## config.mk

```make
export PLATFORM = sky130hd
export DESIGN_NAME = vbc_ctrl_flat
export DESIGN_NICKNAME = d
export VERILOG_FILES = /design/src/vbc_pkg.sv /design/src/vbc_if.sv /design/src/vbc_ctrl.sv /design/src/flat_wrapper.sv
export VERILOG_INCLUDE_DIRS = /design/src
export SDC_FILE = /design/constraint.sdc
export NUM_CORES = 1
export LEC_CHECK = 0
export BUFFER_PORTS_ARGS = -buffer_cell sky130_fd_sc_hd__buf_2
export CORE_AREA = 2 2 355 357
export DETAILED_ROUTE_END_ITERATION = 10
export DIE_AREA = 0 0 357 359
export GPL_TIMING_DRIVEN = 0
export REMOVE_ABC_BUFFERS = 1
export SYNTH_ARGS = -nofsm -noshare
export SYNTH_HDL_FRONTEND = slang
export SYNTH_SLANG_ARGS = --single-unit
```

## constraint.sdc

```tcl
create_clock -name clk -period 4.67 [get_ports clk]
set_input_delay 0.7005 -clock clk [delete_from_list [all_inputs] [get_ports clk]]
set_output_delay 0.7005 -clock clk [all_outputs]
set_load 0.01 [all_outputs]
```

## src/vbc_map.svh

```systemverilog
// constants for the bus controller and its board-side partner
`ifndef VBC_MAP_SVH
`define VBC_MAP_SVH
`define VBC_AM_A16_SD 6'h2d
`define VBC_AM_A16_UD 6'h29
`define VBC_AM_A24_SD 6'h3d
`define VBC_AM_A24_UD 6'h39
`define VBC_AM_A24_SB 6'h3f
`define VBC_AM_A24_UB 6'h3b
`define VBC_AM_A32_SD 6'h0d
`define VBC_AM_A32_UD 6'h09
`define VBC_AM_A32_SB 6'h0f
`define VBC_AM_A32_UB 6'h0b
`define VBC_AM_A64_SD 6'h01
`define VBC_AM_A64_SB 6'h03
`define VBC_AM_A64_UD 6'h05
`define VBC_AM_A64_UB 6'h07
`define VBC_AM_BLOCK_BIT 1
`define VBC_AM_SUPER_BIT 2
`define VBC_IRQ_LEVELS 7
`define VBC_WIN_BASE 64'h0000_0000_0000_0000
`define VBC_WIN_MASK 64'hffff_ffff_ffff_ffff
`define VBC_SLV_BASE 64'h0000_0000_0010_0000
`define VBC_SLV_MASK 64'hffff_ffff_fff0_0000
`define VBC_RST_EN 7'h00
`endif

```

## src/vbc_pkg.sv

```systemverilog
// types shared by both ends of the bus
package vbc_pkg;
    typedef enum logic [1:0] {VBC_SP_A16 = 2'h0, VBC_SP_A24 = 2'h1,
        VBC_SP_A32 = 2'h2, VBC_SP_A64 = 2'h3} vbc_space_t;
    typedef enum logic [1:0] {VBC_SZ_D8 = 2'h0, VBC_SZ_D16 = 2'h1,
        VBC_SZ_D32 = 2'h2, VBC_SZ_D64 = 2'h3} vbc_size_t;
    typedef enum logic [1:0] {VBC_OP_RD = 2'h0, VBC_OP_WR = 2'h1,
        VBC_OP_RMW = 2'h2, VBC_OP_BLK = 2'h3} vbc_op_t;
endpackage

```

## src/vbc_if.sv

```systemverilog
// abstract bus between the controller and a board
interface vbc_if;
    import vbc_pkg::*;
    logic [1:0] br;
    logic [1:0] bg;
    logic as_act;
    logic [5:0] am;
    logic [63:0] addr;
    vbc_size_t size;
    logic write;
    logic [63:0] wdata;
    logic ds_act;
    logic [63:0] rdata;
    logic dtack;
    logic [6:0] irq;
    logic iack;
    logic [2:0] iack_lvl;
    logic [7:0] vector;
    logic iack_done;
    logic m_as;
    logic [5:0] m_am;
    logic [63:0] m_addr;
    vbc_size_t m_size;
    logic m_write;
    logic [63:0] m_wdata;
    logic m_ds;
    logic [63:0] s_rdata;
    logic s_dtack;
    modport ctrl (output bg, as_act, am, addr, size, write, wdata, ds_act,
        iack, iack_lvl, s_rdata, s_dtack,
        input br, rdata, dtack, irq, vector, iack_done,
        m_as, m_am, m_addr, m_size, m_write, m_wdata, m_ds);
    modport board (input bg, as_act, am, addr, size, write, wdata, ds_act,
        iack, iack_lvl, s_rdata, s_dtack,
        output br, rdata, dtack, irq, vector, iack_done,
        m_as, m_am, m_addr, m_size, m_write, m_wdata, m_ds);
endinterface

```

## src/vbc_ctrl.sv

```systemverilog
// controller end: host window master, host memory slave, irq handler
// =====================================================================
// Notes on behaviour
// RULE1 - addresses carry 16, 24, 32 or 64 bits
// RULE2 - each address width decoded as separate space
// RULE3 - modifier bits give space, block, data/super
// RULE4 - only supervisor or user data codes used
// RULE5 - one unit of 8..64 bits per cycle
// RULE6 - master owns bus, then drives cycle fields
// RULE7 - masters share bus through arbitration
// RULE8 - slave answers only its own addresses
// RULE9 - read slave to master, write master to slave
// RULE10 - modify write follows read, same address
// RULE11 - block moves successive addresses back to back
// RULE12 - interrupts on seven levels
// RULE13 - acknowledge cycle returns requester vector
// RULE14 - enabled levels acknowledged and forwarded to cpu
// RULE15 - disabled levels left for other handlers
// RULE16 - host window access becomes bus cycle
// RULE17 - external master hit becomes host memory access
// RULE18 - per-level enable bits from host
// RULE19 - latch acknowledged vector with its level
`include "vbc_map.svh"
module vbc_ctrl
    import vbc_pkg::*;
(
    input wire logic clk,
    input wire logic sys_rst,
    vbc_if.ctrl bus,
    input wire logic host_req,
    input wire vbc_op_t host_op,
    input wire vbc_space_t host_space,
    input wire logic host_super,
    input wire vbc_size_t host_size,
    input wire logic [63:0] host_addr,
    input wire logic [63:0] host_wdata,
    input wire logic [63:0] host_mask,
    input wire logic [3:0] host_len,
    output logic host_ack,
    output logic host_busy,
    output logic [63:0] host_rdata,
    input wire logic [6:0] irq_enable,
    output logic cpu_irq,
    input wire logic cpu_irq_clr,
    output logic [7:0] irq_vector,
    output logic [2:0] irq_level,
    output logic mem_req,
    output logic mem_write,
    output logic [63:0] mem_addr,
    output logic [63:0] mem_wdata,
    input wire logic [63:0] mem_rdata,
    input wire logic mem_ack
);
    // =================================================================
    // state
    typedef enum logic [2:0] {VBC_IDLE = 3'h0, VBC_ARB = 3'h1, VBC_ADDR = 3'h3,
        VBC_DATA = 3'h2, VBC_REL = 3'h6, VBC_IACK = 3'h7, VBC_SLV = 3'h5,
        VBC_SREL = 3'h4} vbc_state_t;
    typedef struct packed {
        vbc_state_t st;
        logic own;
        logic as_act;
        logic ds_act;
        logic [5:0] am;
        logic [63:0] addr;
        vbc_size_t size;
        logic write;
        logic [63:0] wdata;
        vbc_op_t op;
        logic rmw_wr;
        logic [3:0] left;
        logic [63:0] hmask;
        logic ack;
        logic [63:0] rdata;
        logic iack;
        logic [2:0] lvl;
        logic cpu_irq;
        logic [7:0] vec;
        logic [2:0] vlvl;
        logic mreq;
        logic mwr;
        logic [63:0] maddr;
        logic [63:0] mwdata;
        logic s_dtack;
        logic [63:0] s_rdata;
        logic [1:0] gnt;
    } vbc_reg_t;
    vbc_reg_t r_q;
    vbc_reg_t r_d;
    logic [6:0] irq_take;
    logic [2:0] irq_pick;
    logic slv_hit;
    logic [63:0] step;

    // =================================================================
    // modifier encode
    function automatic logic [5:0] am_code(vbc_space_t sp, logic sup, logic blk);
        logic [5:0] c;
        c = 6'h00;
        case (sp) // RULE1 RULE3 RULE4
            VBC_SP_A16: c = sup ? `VBC_AM_A16_SD : `VBC_AM_A16_UD;
            VBC_SP_A24: c = sup ? (blk ? `VBC_AM_A24_SB : `VBC_AM_A24_SD)
                : (blk ? `VBC_AM_A24_UB : `VBC_AM_A24_UD);
            VBC_SP_A32: c = sup ? (blk ? `VBC_AM_A32_SB : `VBC_AM_A32_SD)
                : (blk ? `VBC_AM_A32_UB : `VBC_AM_A32_UD);
            VBC_SP_A64: c = sup ? (blk ? `VBC_AM_A64_SB : `VBC_AM_A64_SD)
                : (blk ? `VBC_AM_A64_UB : `VBC_AM_A64_UD);
            default: c = `VBC_AM_A32_SD;
        endcase
        return c;
    endfunction

    function automatic logic am_is_data(logic [5:0] a);
        return a == `VBC_AM_A16_SD || a == `VBC_AM_A16_UD || a == `VBC_AM_A24_SD
            || a == `VBC_AM_A24_UD || a == `VBC_AM_A24_SB || a == `VBC_AM_A24_UB
            || a == `VBC_AM_A32_SD || a == `VBC_AM_A32_UD || a == `VBC_AM_A32_SB
            || a == `VBC_AM_A32_UB || a == `VBC_AM_A64_SD || a == `VBC_AM_A64_SB
            || a == `VBC_AM_A64_UD || a == `VBC_AM_A64_UB;
    endfunction

    // =================================================================
    // interrupt level pick, highest first
    assign irq_take = bus.irq & irq_enable; // RULE15 RULE18
    always_comb
    begin
        irq_pick = 3'h0;
        for (int i = 0; i < `VBC_IRQ_LEVELS; i++)
            if (irq_take[i])
                irq_pick = 3'(i + 1);
    end

    // A32 window at the slave base; code-area cycles never match
    assign slv_hit = bus.m_as && am_is_data(bus.m_am) // RULE4 RULE17
        && bus.m_am[5:4] == 2'b00 && bus.m_am[3] == 1'b1
        && ((bus.m_addr & `VBC_SLV_MASK) == `VBC_SLV_BASE); // RULE2 RULE8
    assign step = 64'h1 << r_q.size; // RULE5 RULE11

    // =================================================================
    // next state
    always_comb
    begin
        r_d = r_q;
        r_d.ack = 1'b0;
        r_d.gnt = 2'b00;
        if (cpu_irq_clr)
            r_d.cpu_irq = 1'b0;
        case (r_q.st)
            VBC_IDLE:
                if (bus.br[1] && !host_req && irq_pick == 3'h0)
                begin
                    r_d.gnt = 2'b10; // RULE7
                    r_d.st = VBC_SLV;
                end
                else if (irq_pick != 3'h0 && !r_q.cpu_irq)
                begin
                    r_d.lvl = irq_pick; // RULE14
                    r_d.st = VBC_IACK;
                end
                else if (host_req)
                begin
                    // RULE16 window translation by mask
                    r_d.addr = host_addr & `VBC_WIN_MASK & host_mask;
                    r_d.op = host_op;
                    r_d.hmask = host_mask;
                    r_d.size = host_size;
                    r_d.write = host_op == VBC_OP_WR;
                    r_d.wdata = host_wdata;
                    r_d.am = am_code(host_space, host_super, host_op == VBC_OP_BLK);
                    r_d.left = host_len;
                    r_d.rmw_wr = 1'b0;
                    r_d.st = VBC_ARB;
                end
            VBC_ARB:
            begin
                r_d.own = 1'b1; // RULE6 RULE7
                r_d.st = VBC_ADDR;
            end
            VBC_ADDR:
            begin
                r_d.as_act = 1'b1; // RULE6
                r_d.ds_act = 1'b1;
                r_d.st = VBC_DATA;
            end
            VBC_DATA:
                if (bus.dtack)
                begin
                    r_d.ds_act = 1'b0;
                    if (!r_q.write)
                        r_d.rdata = bus.rdata; // RULE9
                    r_d.st = VBC_REL;
                end
            VBC_REL:
                if (!bus.dtack)
                begin
                    if (r_q.op == VBC_OP_RMW && !r_q.rmw_wr)
                    begin
                        r_d.rmw_wr = 1'b1; // RULE10
                        r_d.write = 1'b1;
                        r_d.wdata = host_wdata;
                        r_d.ds_act = 1'b1;
                        r_d.st = VBC_DATA;
                    end
                    else if (r_q.op == VBC_OP_BLK && r_q.left != 4'h0)
                    begin
                        r_d.left = r_q.left - 4'h1; // RULE11
                        r_d.addr = r_q.addr + step;
                        r_d.ds_act = 1'b1;
                        r_d.ack = 1'b1;
                        r_d.st = VBC_DATA;
                    end
                    else
                    begin
                        r_d.as_act = 1'b0;
                        r_d.own = 1'b0;
                        r_d.ack = 1'b1;
                        r_d.st = VBC_IDLE;
                    end
                end
            VBC_IACK:
            begin
                r_d.iack = 1'b1; // RULE13
                if (r_q.iack && bus.iack_done)
                begin
                    r_d.vec = bus.vector; // RULE19
                    r_d.vlvl = r_q.lvl;
                    r_d.cpu_irq = 1'b1; // RULE14
                    r_d.iack = 1'b0;
                    r_d.st = VBC_IDLE;
                end
            end
            VBC_SLV:
            begin
                r_d.gnt = 2'b10;
                if (!bus.m_as)
                    r_d.st = VBC_IDLE;
                else if (slv_hit && bus.m_ds && !r_q.mreq && !r_q.s_dtack)
                begin
                    r_d.mreq = 1'b1; // RULE17
                    r_d.mwr = bus.m_write;
                    r_d.maddr = bus.m_addr;
                    r_d.mwdata = bus.m_wdata;
                end
                else if (r_q.mreq && mem_ack)
                begin
                    r_d.mreq = 1'b0;
                    r_d.s_rdata = mem_rdata;
                    r_d.s_dtack = 1'b1;
                    r_d.st = VBC_SREL;
                end
            end
            VBC_SREL:
            begin
                r_d.gnt = 2'b10;
                if (!bus.m_ds)
                begin
                    r_d.s_dtack = 1'b0;
                    r_d.st = VBC_SLV;
                end
            end
            default:
                r_d.st = VBC_IDLE;
        endcase
        if (sys_rst)
        begin
            r_d = '0;
            r_d.st = VBC_IDLE;
        end
    end

    always_ff @(posedge clk)
        r_q <= r_d;

    // =================================================================
    // outputs
    assign bus.bg = r_d.gnt;
    assign bus.as_act = r_q.as_act;
    assign bus.ds_act = r_q.ds_act;
    assign bus.am = r_q.am;
    assign bus.addr = r_q.addr;
    assign bus.size = r_q.size;
    assign bus.write = r_q.write;
    assign bus.wdata = r_q.wdata;
    assign bus.iack = r_q.iack;
    assign bus.iack_lvl = r_q.lvl;
    assign bus.s_rdata = r_q.s_rdata;
    assign bus.s_dtack = r_q.s_dtack;
    assign host_ack = r_q.ack;
    assign host_busy = r_q.st != VBC_IDLE;
    assign host_rdata = r_q.rdata;
    assign cpu_irq = r_q.cpu_irq;
    assign irq_vector = r_q.vec;
    assign irq_level = r_q.vlvl;
    assign mem_req = r_q.mreq;
    assign mem_write = r_q.mwr;
    assign mem_addr = r_q.maddr;
    assign mem_wdata = r_q.mwdata;
endmodule

```

## src/flat_wrapper.sv

```systemverilog
// flat-port wrapper written by rule: the top's interface ports become plain ports
module vbc_ctrl_flat import vbc_pkg::*;
  (clk, sys_rst, host_req, host_op, host_space, host_super, host_size, host_addr, host_wdata, host_mask, host_len, host_ack, host_busy, host_rdata, irq_enable, cpu_irq, cpu_irq_clr, irq_vector, irq_level, mem_req, mem_write, mem_addr, mem_wdata, mem_rdata, mem_ack, bus_bg, bus_as_act, bus_am, bus_addr, bus_size, bus_write, bus_wdata, bus_ds_act, bus_iack, bus_iack_lvl, bus_s_rdata, bus_s_dtack, bus_br, bus_rdata, bus_dtack, bus_irq, bus_vector, bus_iack_done, bus_m_as, bus_m_am, bus_m_addr, bus_m_size, bus_m_write, bus_m_wdata, bus_m_ds);
  vbc_if bus_i ();
  input wire logic clk;
  input wire logic sys_rst;
  input wire logic host_req;
  input wire vbc_op_t host_op;
  input wire vbc_space_t host_space;
  input wire logic host_super;
  input wire vbc_size_t host_size;
  input wire logic [63:0] host_addr;
  input wire logic [63:0] host_wdata;
  input wire logic [63:0] host_mask;
  input wire logic [3:0] host_len;
  output logic host_ack;
  output logic host_busy;
  output logic [63:0] host_rdata;
  input wire logic [6:0] irq_enable;
  output logic cpu_irq;
  input wire logic cpu_irq_clr;
  output logic [7:0] irq_vector;
  output logic [2:0] irq_level;
  output logic mem_req;
  output logic mem_write;
  output logic [63:0] mem_addr;
  output logic [63:0] mem_wdata;
  input wire logic [63:0] mem_rdata;
  input wire logic mem_ack;
  output wire logic [$bits(bus_i.bg)-1:0] bus_bg;
  output wire logic [$bits(bus_i.as_act)-1:0] bus_as_act;
  output wire logic [$bits(bus_i.am)-1:0] bus_am;
  output wire logic [$bits(bus_i.addr)-1:0] bus_addr;
  output wire logic [$bits(bus_i.size)-1:0] bus_size;
  output wire logic [$bits(bus_i.write)-1:0] bus_write;
  output wire logic [$bits(bus_i.wdata)-1:0] bus_wdata;
  output wire logic [$bits(bus_i.ds_act)-1:0] bus_ds_act;
  output wire logic [$bits(bus_i.iack)-1:0] bus_iack;
  output wire logic [$bits(bus_i.iack_lvl)-1:0] bus_iack_lvl;
  output wire logic [$bits(bus_i.s_rdata)-1:0] bus_s_rdata;
  output wire logic [$bits(bus_i.s_dtack)-1:0] bus_s_dtack;
  input wire logic [$bits(bus_i.br)-1:0] bus_br;
  input wire logic [$bits(bus_i.rdata)-1:0] bus_rdata;
  input wire logic [$bits(bus_i.dtack)-1:0] bus_dtack;
  input wire logic [$bits(bus_i.irq)-1:0] bus_irq;
  input wire logic [$bits(bus_i.vector)-1:0] bus_vector;
  input wire logic [$bits(bus_i.iack_done)-1:0] bus_iack_done;
  input wire logic [$bits(bus_i.m_as)-1:0] bus_m_as;
  input wire logic [$bits(bus_i.m_am)-1:0] bus_m_am;
  input wire logic [$bits(bus_i.m_addr)-1:0] bus_m_addr;
  input wire logic [$bits(bus_i.m_size)-1:0] bus_m_size;
  input wire logic [$bits(bus_i.m_write)-1:0] bus_m_write;
  input wire logic [$bits(bus_i.m_wdata)-1:0] bus_m_wdata;
  input wire logic [$bits(bus_i.m_ds)-1:0] bus_m_ds;
  assign bus_bg = bus_i.bg;
  assign bus_as_act = bus_i.as_act;
  assign bus_am = bus_i.am;
  assign bus_addr = bus_i.addr;
  assign bus_size = bus_i.size;
  assign bus_write = bus_i.write;
  assign bus_wdata = bus_i.wdata;
  assign bus_ds_act = bus_i.ds_act;
  assign bus_iack = bus_i.iack;
  assign bus_iack_lvl = bus_i.iack_lvl;
  assign bus_s_rdata = bus_i.s_rdata;
  assign bus_s_dtack = bus_i.s_dtack;
  assign bus_i.br = bus_br;
  assign bus_i.rdata = bus_rdata;
  assign bus_i.dtack = bus_dtack;
  assign bus_i.irq = bus_irq;
  assign bus_i.vector = bus_vector;
  assign bus_i.iack_done = bus_iack_done;
  assign bus_i.m_as = bus_m_as;
  assign bus_i.m_am = bus_m_am;
  assign bus_i.m_addr = bus_m_addr;
  assign bus_i.m_size = bus_m_size;
  assign bus_i.m_write = bus_m_write;
  assign bus_i.m_wdata = bus_m_wdata;
  assign bus_i.m_ds = bus_m_ds;
  vbc_ctrl u_core (.clk(clk), .sys_rst(sys_rst), .bus(bus_i), .host_req(host_req), .host_op(host_op), .host_space(host_space), .host_super(host_super), .host_size(host_size), .host_addr(host_addr), .host_wdata(host_wdata), .host_mask(host_mask), .host_len(host_len), .host_ack(host_ack), .host_busy(host_busy), .host_rdata(host_rdata), .irq_enable(irq_enable), .cpu_irq(cpu_irq), .cpu_irq_clr(cpu_irq_clr), .irq_vector(irq_vector), .irq_level(irq_level), .mem_req(mem_req), .mem_write(mem_write), .mem_addr(mem_addr), .mem_wdata(mem_wdata), .mem_rdata(mem_rdata), .mem_ack(mem_ack));
endmodule
```

Word-level counts from Yosys, hierarchy flattened:

Cells that the tools add are included.

* shift-type cells: 1
* reductions and logical operators: 59
* bitwise gates (word level): 7
* add/sub/neg operators: 2
* equality and inequality tests: 47
* muxes and demuxes: 69

Operator list (number)
* $mux W208: 3
* $mux W65: 4
* $mux W195: 1
* $mux W64: 3
* $pmux W65 S2: 1
* $mux W129: 1
* $pmux W64 S2: 1
* $add A64 B64 Y64: 1
* $and A64 B64 Y64: 1
* $shl A1 B2 Y64 const A: 1
* $mux W3: 17
* $eq A44 B1 Y1 const B: 1
* $eq A6 B6 Y1 const B: 6
* $eq A6 B4 Y1 const B: 4
* $mux W12: 2
* $mux W6: 4
* $pmux W3 S8: 1
* $pmux W6 S4: 1
* $mux W2: 11
* $ne A2 B2 Y1 const B: 10
* $reduce_and A4 Y1: 4
* $logic_and A1 B1 Y1: 14
* $reduce_and A7 Y1: 2
* $logic_or A1 B1 Y1: 13
* other kinds (35): 78

* bits of input ports: 501
* output and inout port bits: 418
* logic and storage cells: 210
* register bits: 489

Longest topological paths before layout:

* depth after elaboration: 24
* gate-level depth with buffers: 10
* gate-level depth less buffers: 10

Least setup slack after synthesis:

No wires, ideal clock.

* path type: reg-to-reg
* start point: reg u_core.r_q, in the netlist u_core.bus.size[1]
* end point: reg u_core.r_q, in the netlist u_core.bus.addr[42]
* data required time: 4543 ps
* stages on the path, launching flop included: 11
* arrival time: 2583 ps
* clock period less this slack: 2709 ps
* library setup time: 127 ps
* path slack: 1961 ps
* buffers on the path: 0
* cell sequence: dfxtp_1 > nor2_1 > ha_1 > inv_1 > fa_1 > nor2b_1 > o31ai_1 > nor4_2 > nand2_1 > and3_1 > or3_1

* cells in the longest elaborated chain, start to end: 6

RTL lines
* start: declaration: RTL line vbc_ctrl.sv:88 `vbc_reg_t r_q;`
* start signal: assignment: RTL line vbc_ctrl.sv:271 `r_q <= r_d;`
* $shl A1 B2 Y64: RTL line vbc_ctrl.sv:136 `assign step = 64'h1 << r_q.size;`
* $add A64 B64 Y64: RTL line vbc_ctrl.sv:206 `r_d.addr = r_q.addr + step;`
* $mux W64: RTL line vbc_ctrl.sv:203 `else if (r_q.op == VBC_OP_BLK && r_q.left != 4'h0)`
* $mux W64: RTL line vbc_ctrl.sv:195 `if (r_q.op == VBC_OP_RMW && !r_q.rmw_wr)`
* $mux W64: RTL line vbc_ctrl.sv:193 `if (!bus.dtack)`
* $pmux W64 S2: RTL line vbc_ctrl.sv:147 `case (r_q.st)`

No other way between the ends. The select of a mux whose other input is x is not followed.
A chain may end at the register's enable or synchronous reset.

Worst setup path in the final report:

* start point: reg u_core.r_q[491] in the netlist's numbering
* end point: reg u_core.r_q, in the netlist u_core.bus.addr[42]

* cells in the longest elaborated chain, start to end: 3
* elaborated cells between the ends (all ways): 11
* those cells by class: eq/ne (7); mux (1); reduce/logical (3)

RTL lines (RTL line)
* $eq A3 B3 Y1 or $logic_not A3 Y1 (tied branches): vbc_ctrl.sv:147
* $ne A2 B2 Y1 (no line), or another cell as far along
* $reduce_and A7 Y1 (no line)

Parallel ways exist; a longest one is shown, timed or not.

==> run_summary.xml <==
<?xml version="1.0" encoding="UTF-8"?>
<metrics>
  <group name="status">
    <metric name="run_status" unit="">finished clean</metric>
  </group>
  <group name="die">
    <metric name="placementRows" unit="">130</metric>
    <metric name="die_area" unit="um2">128000</metric>
    <metric name="ios" unit="">919</metric>
    <metric name="die_width" unit="um">357</metric>
    <metric name="initial_utilization" unit="">0.161</metric>
    <metric name="die_span_y" unit="um">359</metric>
    <metric name="core_area" unit="um2">125000</metric>
  </group>
  <group name="layout">
    <metric name="final_nets" unit="">3527</metric>
    <metric name="fin_util" unit="">0.206</metric>
    <metric name="finish.instance_area" unit="um2">25600</metric>
    <metric name="area_growth" unit="%">27.6</metric>
    <metric name="fraction_of_final_layout_cells_with_drive_strength_greater_than_1" unit="">0.350</metric>
  </group>
  <group name="logic_synthesis">
    <metric name="synth.area.mux_share" unit="">0.00306</metric>
    <metric name="synthesis.instances" unit="">2575</metric>
    <metric name="synthXorXnorAreaFrac" unit="">0.00218</metric>
    <metric name="synth_enable_flop_cells" unit="">0</metric>
    <metric name="postSynthRegisterBits" unit="">425</metric>
    <metric name="synth.yosys.warnings" unit="">0</metric>
    <metric name="synth_async_sr_flop_share" unit="">0</metric>
    <metric name="syn_area_per_cell" unit="um2">7.79</metric>
    <metric name="adder_and_majority_gate_portion_of_the_synthesized_area" unit="">0.00411</metric>
    <metric name="yosys_most_used_dff" unit="">sky130_fd_sc_hd__dfxtp_1</metric>
    <metric name="dominant_combinational_cell_family_by_area_after_synthesis" unit="">simple AND/OR/NAND/NOR gates</metric>
    <metric name="synth_compound_area_frac" unit="">0.157</metric>
    <metric name="synth.yosys.seq_area_share" unit="">0.424</metric>
    <metric name="mappedNetlistArea" unit="um2">20100</metric>
    <metric name="yosys.area_share.simple" unit="">0.223</metric>
    <metric name="synth_cell_type_count" unit="">69</metric>
  </group>
  <group name="global_route">
    <metric name="grt_pass1_vias" unit="">18500</metric>
    <metric name="gr-total-overflow" unit="">0</metric>
    <metric name="grt_pass1_wl" unit="um">140000</metric>
    <metric name="grt.total_usage" unit="">0.154</metric>
    <metric name="grt_max_degree" unit="">121</metric>
    <metric name="antenna_found_initial" unit="">70</metric>
  </group>
  <group name="detailed_routing">
    <metric name="route.final.wire_length" unit="um">104000</metric>
    <metric name="vias" unit="">19800</metric>
    <metric name="drc" unit="">0</metric>
    <metric name="detailroute.wirelength.met3" unit="um">10300</metric>
    <metric name="maxUsedRoutingLayer" unit="">met5</metric>
    <metric name="routedWlPerCell" unit="um">21.9</metric>
    <metric name="route.detailed.vias_per_inst" unit="">4.19</metric>
    <metric name="first_iter_violations" unit="">1681</metric>
    <metric name="wirelength_met1" unit="um">44300</metric>
    <metric name="drtAntennaViolNets" unit="">0</metric>
    <metric name="dr_wl_met2" unit="um">45700</metric>
    <metric name="drtPass1Iterations" unit="">6</metric>
  </group>
  <group name="timing">
    <metric name="timing.slew.headroom" unit="">0.233</metric>
    <metric name="post_route_clock_skew" unit="ns">0.0247</metric>
    <metric name="grt_setup_unrepaired" unit="">false</metric>
    <metric name="tightestPinTransition" unit="ns">1.15</metric>
    <metric name="number_of_slew_limit_violations_in_the_final_report" unit="">0</metric>
    <metric name="post-route-period-util" unit="">0.898</metric>
    <metric name="finalSetupViolCount" unit="">0</metric>
    <metric name="fmax" unit="MHz">238</metric>
    <metric name="final.setup.tns" unit="ns">0</metric>
    <metric name="timing.final.crit_period" unit="ns">4.20</metric>
    <metric name="finalHoldViolCount" unit="">0</metric>
    <metric name="hold_ws" unit="ns">0.302</metric>
  </group>
  <group name="placed_design">
    <metric name="globalplace.congestion" unit="">0.924</metric>
    <metric name="io_buffer_count" unit="">912</metric>
    <metric name="place_area" unit="um2">23700</metric>
    <metric name="dpl.hpwl" unit="um">83900</metric>
  </group>
  <group name="worst_setup_path">
    <metric name="cp.arrival" unit="ns">4.70</metric>
    <metric name="crit_path_max_fanout" unit="">45</metric>
    <metric name="crit_required" unit="ns">5.18</metric>
    <metric name="criticalPathCategory" unit="">flip-flop to flip-flop</metric>
    <metric name="startpoint_type" unit="">flip-flop</metric>
    <metric name="critPathCaptureType" unit="">flip-flop</metric>
  </group>
  <group name="job">
    <metric name="drv.max_cap_violation_count" unit="">0</metric>
  </group>
  <group name="clocking">
    <metric name="clock_tree.htree_level_count" unit="">2</metric>
    <metric name="cts_hold_bufs" unit="">0</metric>
    <metric name="cts.sink_count" unit="">425</metric>
    <metric name="cts_inserted_buffers" unit="">54</metric>
    <metric name="cts_root_buf" unit="">sky130_fd_sc_hd__clkbuf_16</metric>
    <metric name="worst_skew_pair.late_latency" unit="ns">0.64</metric>
    <metric name="tritoncts" unit="">done</metric>
    <metric name="clk_pin_slew_worst_paths" unit="ns">0.06</metric>
    <metric name="cts_buffer_depth" unit="">3</metric>
  </group>
  <group name="power_and_ir_drop">
    <metric name="maximum_ir_drop_on_the_vdd_rail" unit="uV">293</metric>
    <metric name="power.total" unit="uW">10100</metric>
    <metric name="p_leak" unit="uW">0.0106</metric>
    <metric name="pwr_cell_area" unit="nW/um2">393</metric>
  </group>
  <group name="worst_hold_path">
    <metric name="timing.hold.worst.class" unit="">input pin to flip-flop</metric>
  </group>
</metrics>
[metal layers]
layer,GRT usage,up-vias
met5,0,-
met4,0.0413,32
met3,0.0519,173
met2,0.241,992
met1,0.199,9356
li1,-,9213
[critical path, stage by stage (launching register included)]
cell and delay, ns:
sky130_fd_sc_hd__dfxtp_1 0.68, sky130_fd_sc_hd__nand3b_1 0.69, sky130_fd_sc_hd__buf_16 0.41, sky130_fd_sc_hd__buf_8 0.17
sky130_fd_sc_hd__or4_4 0.67, sky130_fd_sc_hd__a21o_2 0.44, sky130_fd_sc_hd__buf_12 0.25, sky130_fd_sc_hd__a32oi_1 0.22
sky130_fd_sc_hd__nor2_1 0.09, sky130_fd_sc_hd__or3_1 0.33
[final timing paths]
check                                          from                     end  slack (ns)  cells after the start
worst max register to register      u_core.r_q[491]     u_core.bus.addr[42]        0.47                      9
worst max-delay path                u_core.r_q[491]     u_core.bus.addr[42]        0.47                      9
worst min register to register  u_core.mem_addr[15]     u_core.mem_addr[15]        0.45                      2
worst min-delay path                  mem_rdata[13]  u_core.bus.s_rdata[13]        0.30                      3
[cell usage after synthesis, drive strengths merged (3+ instances only)]
cell	number	area, um2
o211ai	16	120
nand2	653	2450
inv	26	97.6
a31oi	33	206
and3	25	156
o32ai	9	78.8
nor4b	4	35.0
nor2b	6	37.5
a211oi	8	60.1
nor4	31	230
or3	14	87.6
dfxtp	425	8510
nand3b	8	60.1
nand4	31	194
a21o	3	22.5
nand3	48	240
or2	7	43.8
ha	5	62.6
buf	423	3130
a311oi	7	61.3
o31a	5	43.8
nor2	61	229
o21a	4	30.0
xor2	3	26.3
clkbuf	136	510
or4	13	105
a21oi	356	1780
and4	3	26.3
nor3b	5	37.5
a22oi	4	30.0
o21ai	41	205
mux2i	5	50.1
nor3	34	170
a32oi	21	184
o22ai	13	81.3
and2	45	282
a31o	3	26.3
nand2b	7	43.8
o31ai	5	37.5
[power by group]
part           total [uW]  internal [uW]  leakage, uW  switching (uW)
registers            3930           3780      0.00343             154
clock network        4470           2680     0.000923            1780
logic                1670            606      0.00625            1070
[metrics by stage]
step,cells,worst slack [ns]
detailed placement,4612,-0.621
floorplan,2016,-5.45
global placement,4578,-16.62
CTS,4709,0.363
global route,4713,0.190
finish,4723,0.474
[sequential cells by signal (all words and copies together), names as in the netlist, 2 cells and up]
name                 cells
u_core.bus.addr         64
u_core.bus.am            6
u_core.bus.iack_lvl      3
u_core.bus.s_rdata      64
u_core.bus.size          2
u_core.bus.wdata        64
u_core.host_rdata       64
u_core.irq_level         3
u_core.irq_vector        8
u_core.mem_addr         64
u_core.mem_wdata        64
u_core.r_q              10
[logic make-up after synthesis]
kind of cell	after synthesis
xor gates and xnor gates	5
and+or+nand+nor	1000
DFF	425
AOI/OAI and AO/OA	547
buffers and inverters	585
muxes	6
adders and majority gates	6
other	1
[what timing repair did]
action	in CTS	in global routing
resized for setup	2	0
setup buffers	0	0
setup endpoints to repair	19	0
[cells in the final DEF, fill, tap and decap left out, types with 9 or more instances in the layout]
cell	instances
sky130_fd_sc_hd__clkbuf_8	14
sky130_fd_sc_hd__or3_1	13
sky130_fd_sc_hd__clkbuf_1	10
sky130_fd_sc_hd__nand3_1	47
sky130_fd_sc_hd__o32ai_1	9
sky130_fd_sc_hd__o21ai_0	41
sky130_fd_sc_hd__nor3_1	33
sky130_fd_sc_hd__nand4_1	31
sky130_fd_sc_hd__nor4_1	27
sky130_fd_sc_hd__nand2_1	651
sky130_fd_sc_hd__or4_1	9
sky130_fd_sc_hd__a31oi_1	33
sky130_fd_sc_hd__and3_1	23
sky130_fd_sc_hd__buf_2	911
sky130_fd_sc_hd__a21oi_1	354
sky130_fd_sc_hd__o211ai_1	16
sky130_fd_sc_hd__dfxtp_1	425
sky130_fd_sc_hd__and2_1	44
sky130_fd_sc_hd__inv_1	26
sky130_fd_sc_hd__buf_4	10
sky130_fd_sc_hd__o22ai_1	13
sky130_fd_sc_hd__diode_2	13
sky130_fd_sc_hd__a32oi_1	21
sky130_fd_sc_hd__nor2_1	57
sky130_fd_sc_hd__clkbuf_16	56
[area by class of cell]
type                            instances  area (um2)
Fill cell                           14100       99000
Sequential cell                       425        8510
Multi-Input combinational cell       1566        7910
Timing Repair Buffer                  947        5120
Tap cell                             1650        2060
Clock buffer                           80        1630
Clock inverter                         16         243
Inverter                               26        97.6
Antenna cell                           13        32.5
No activity file was read; power rests on OpenSTA's default activity.
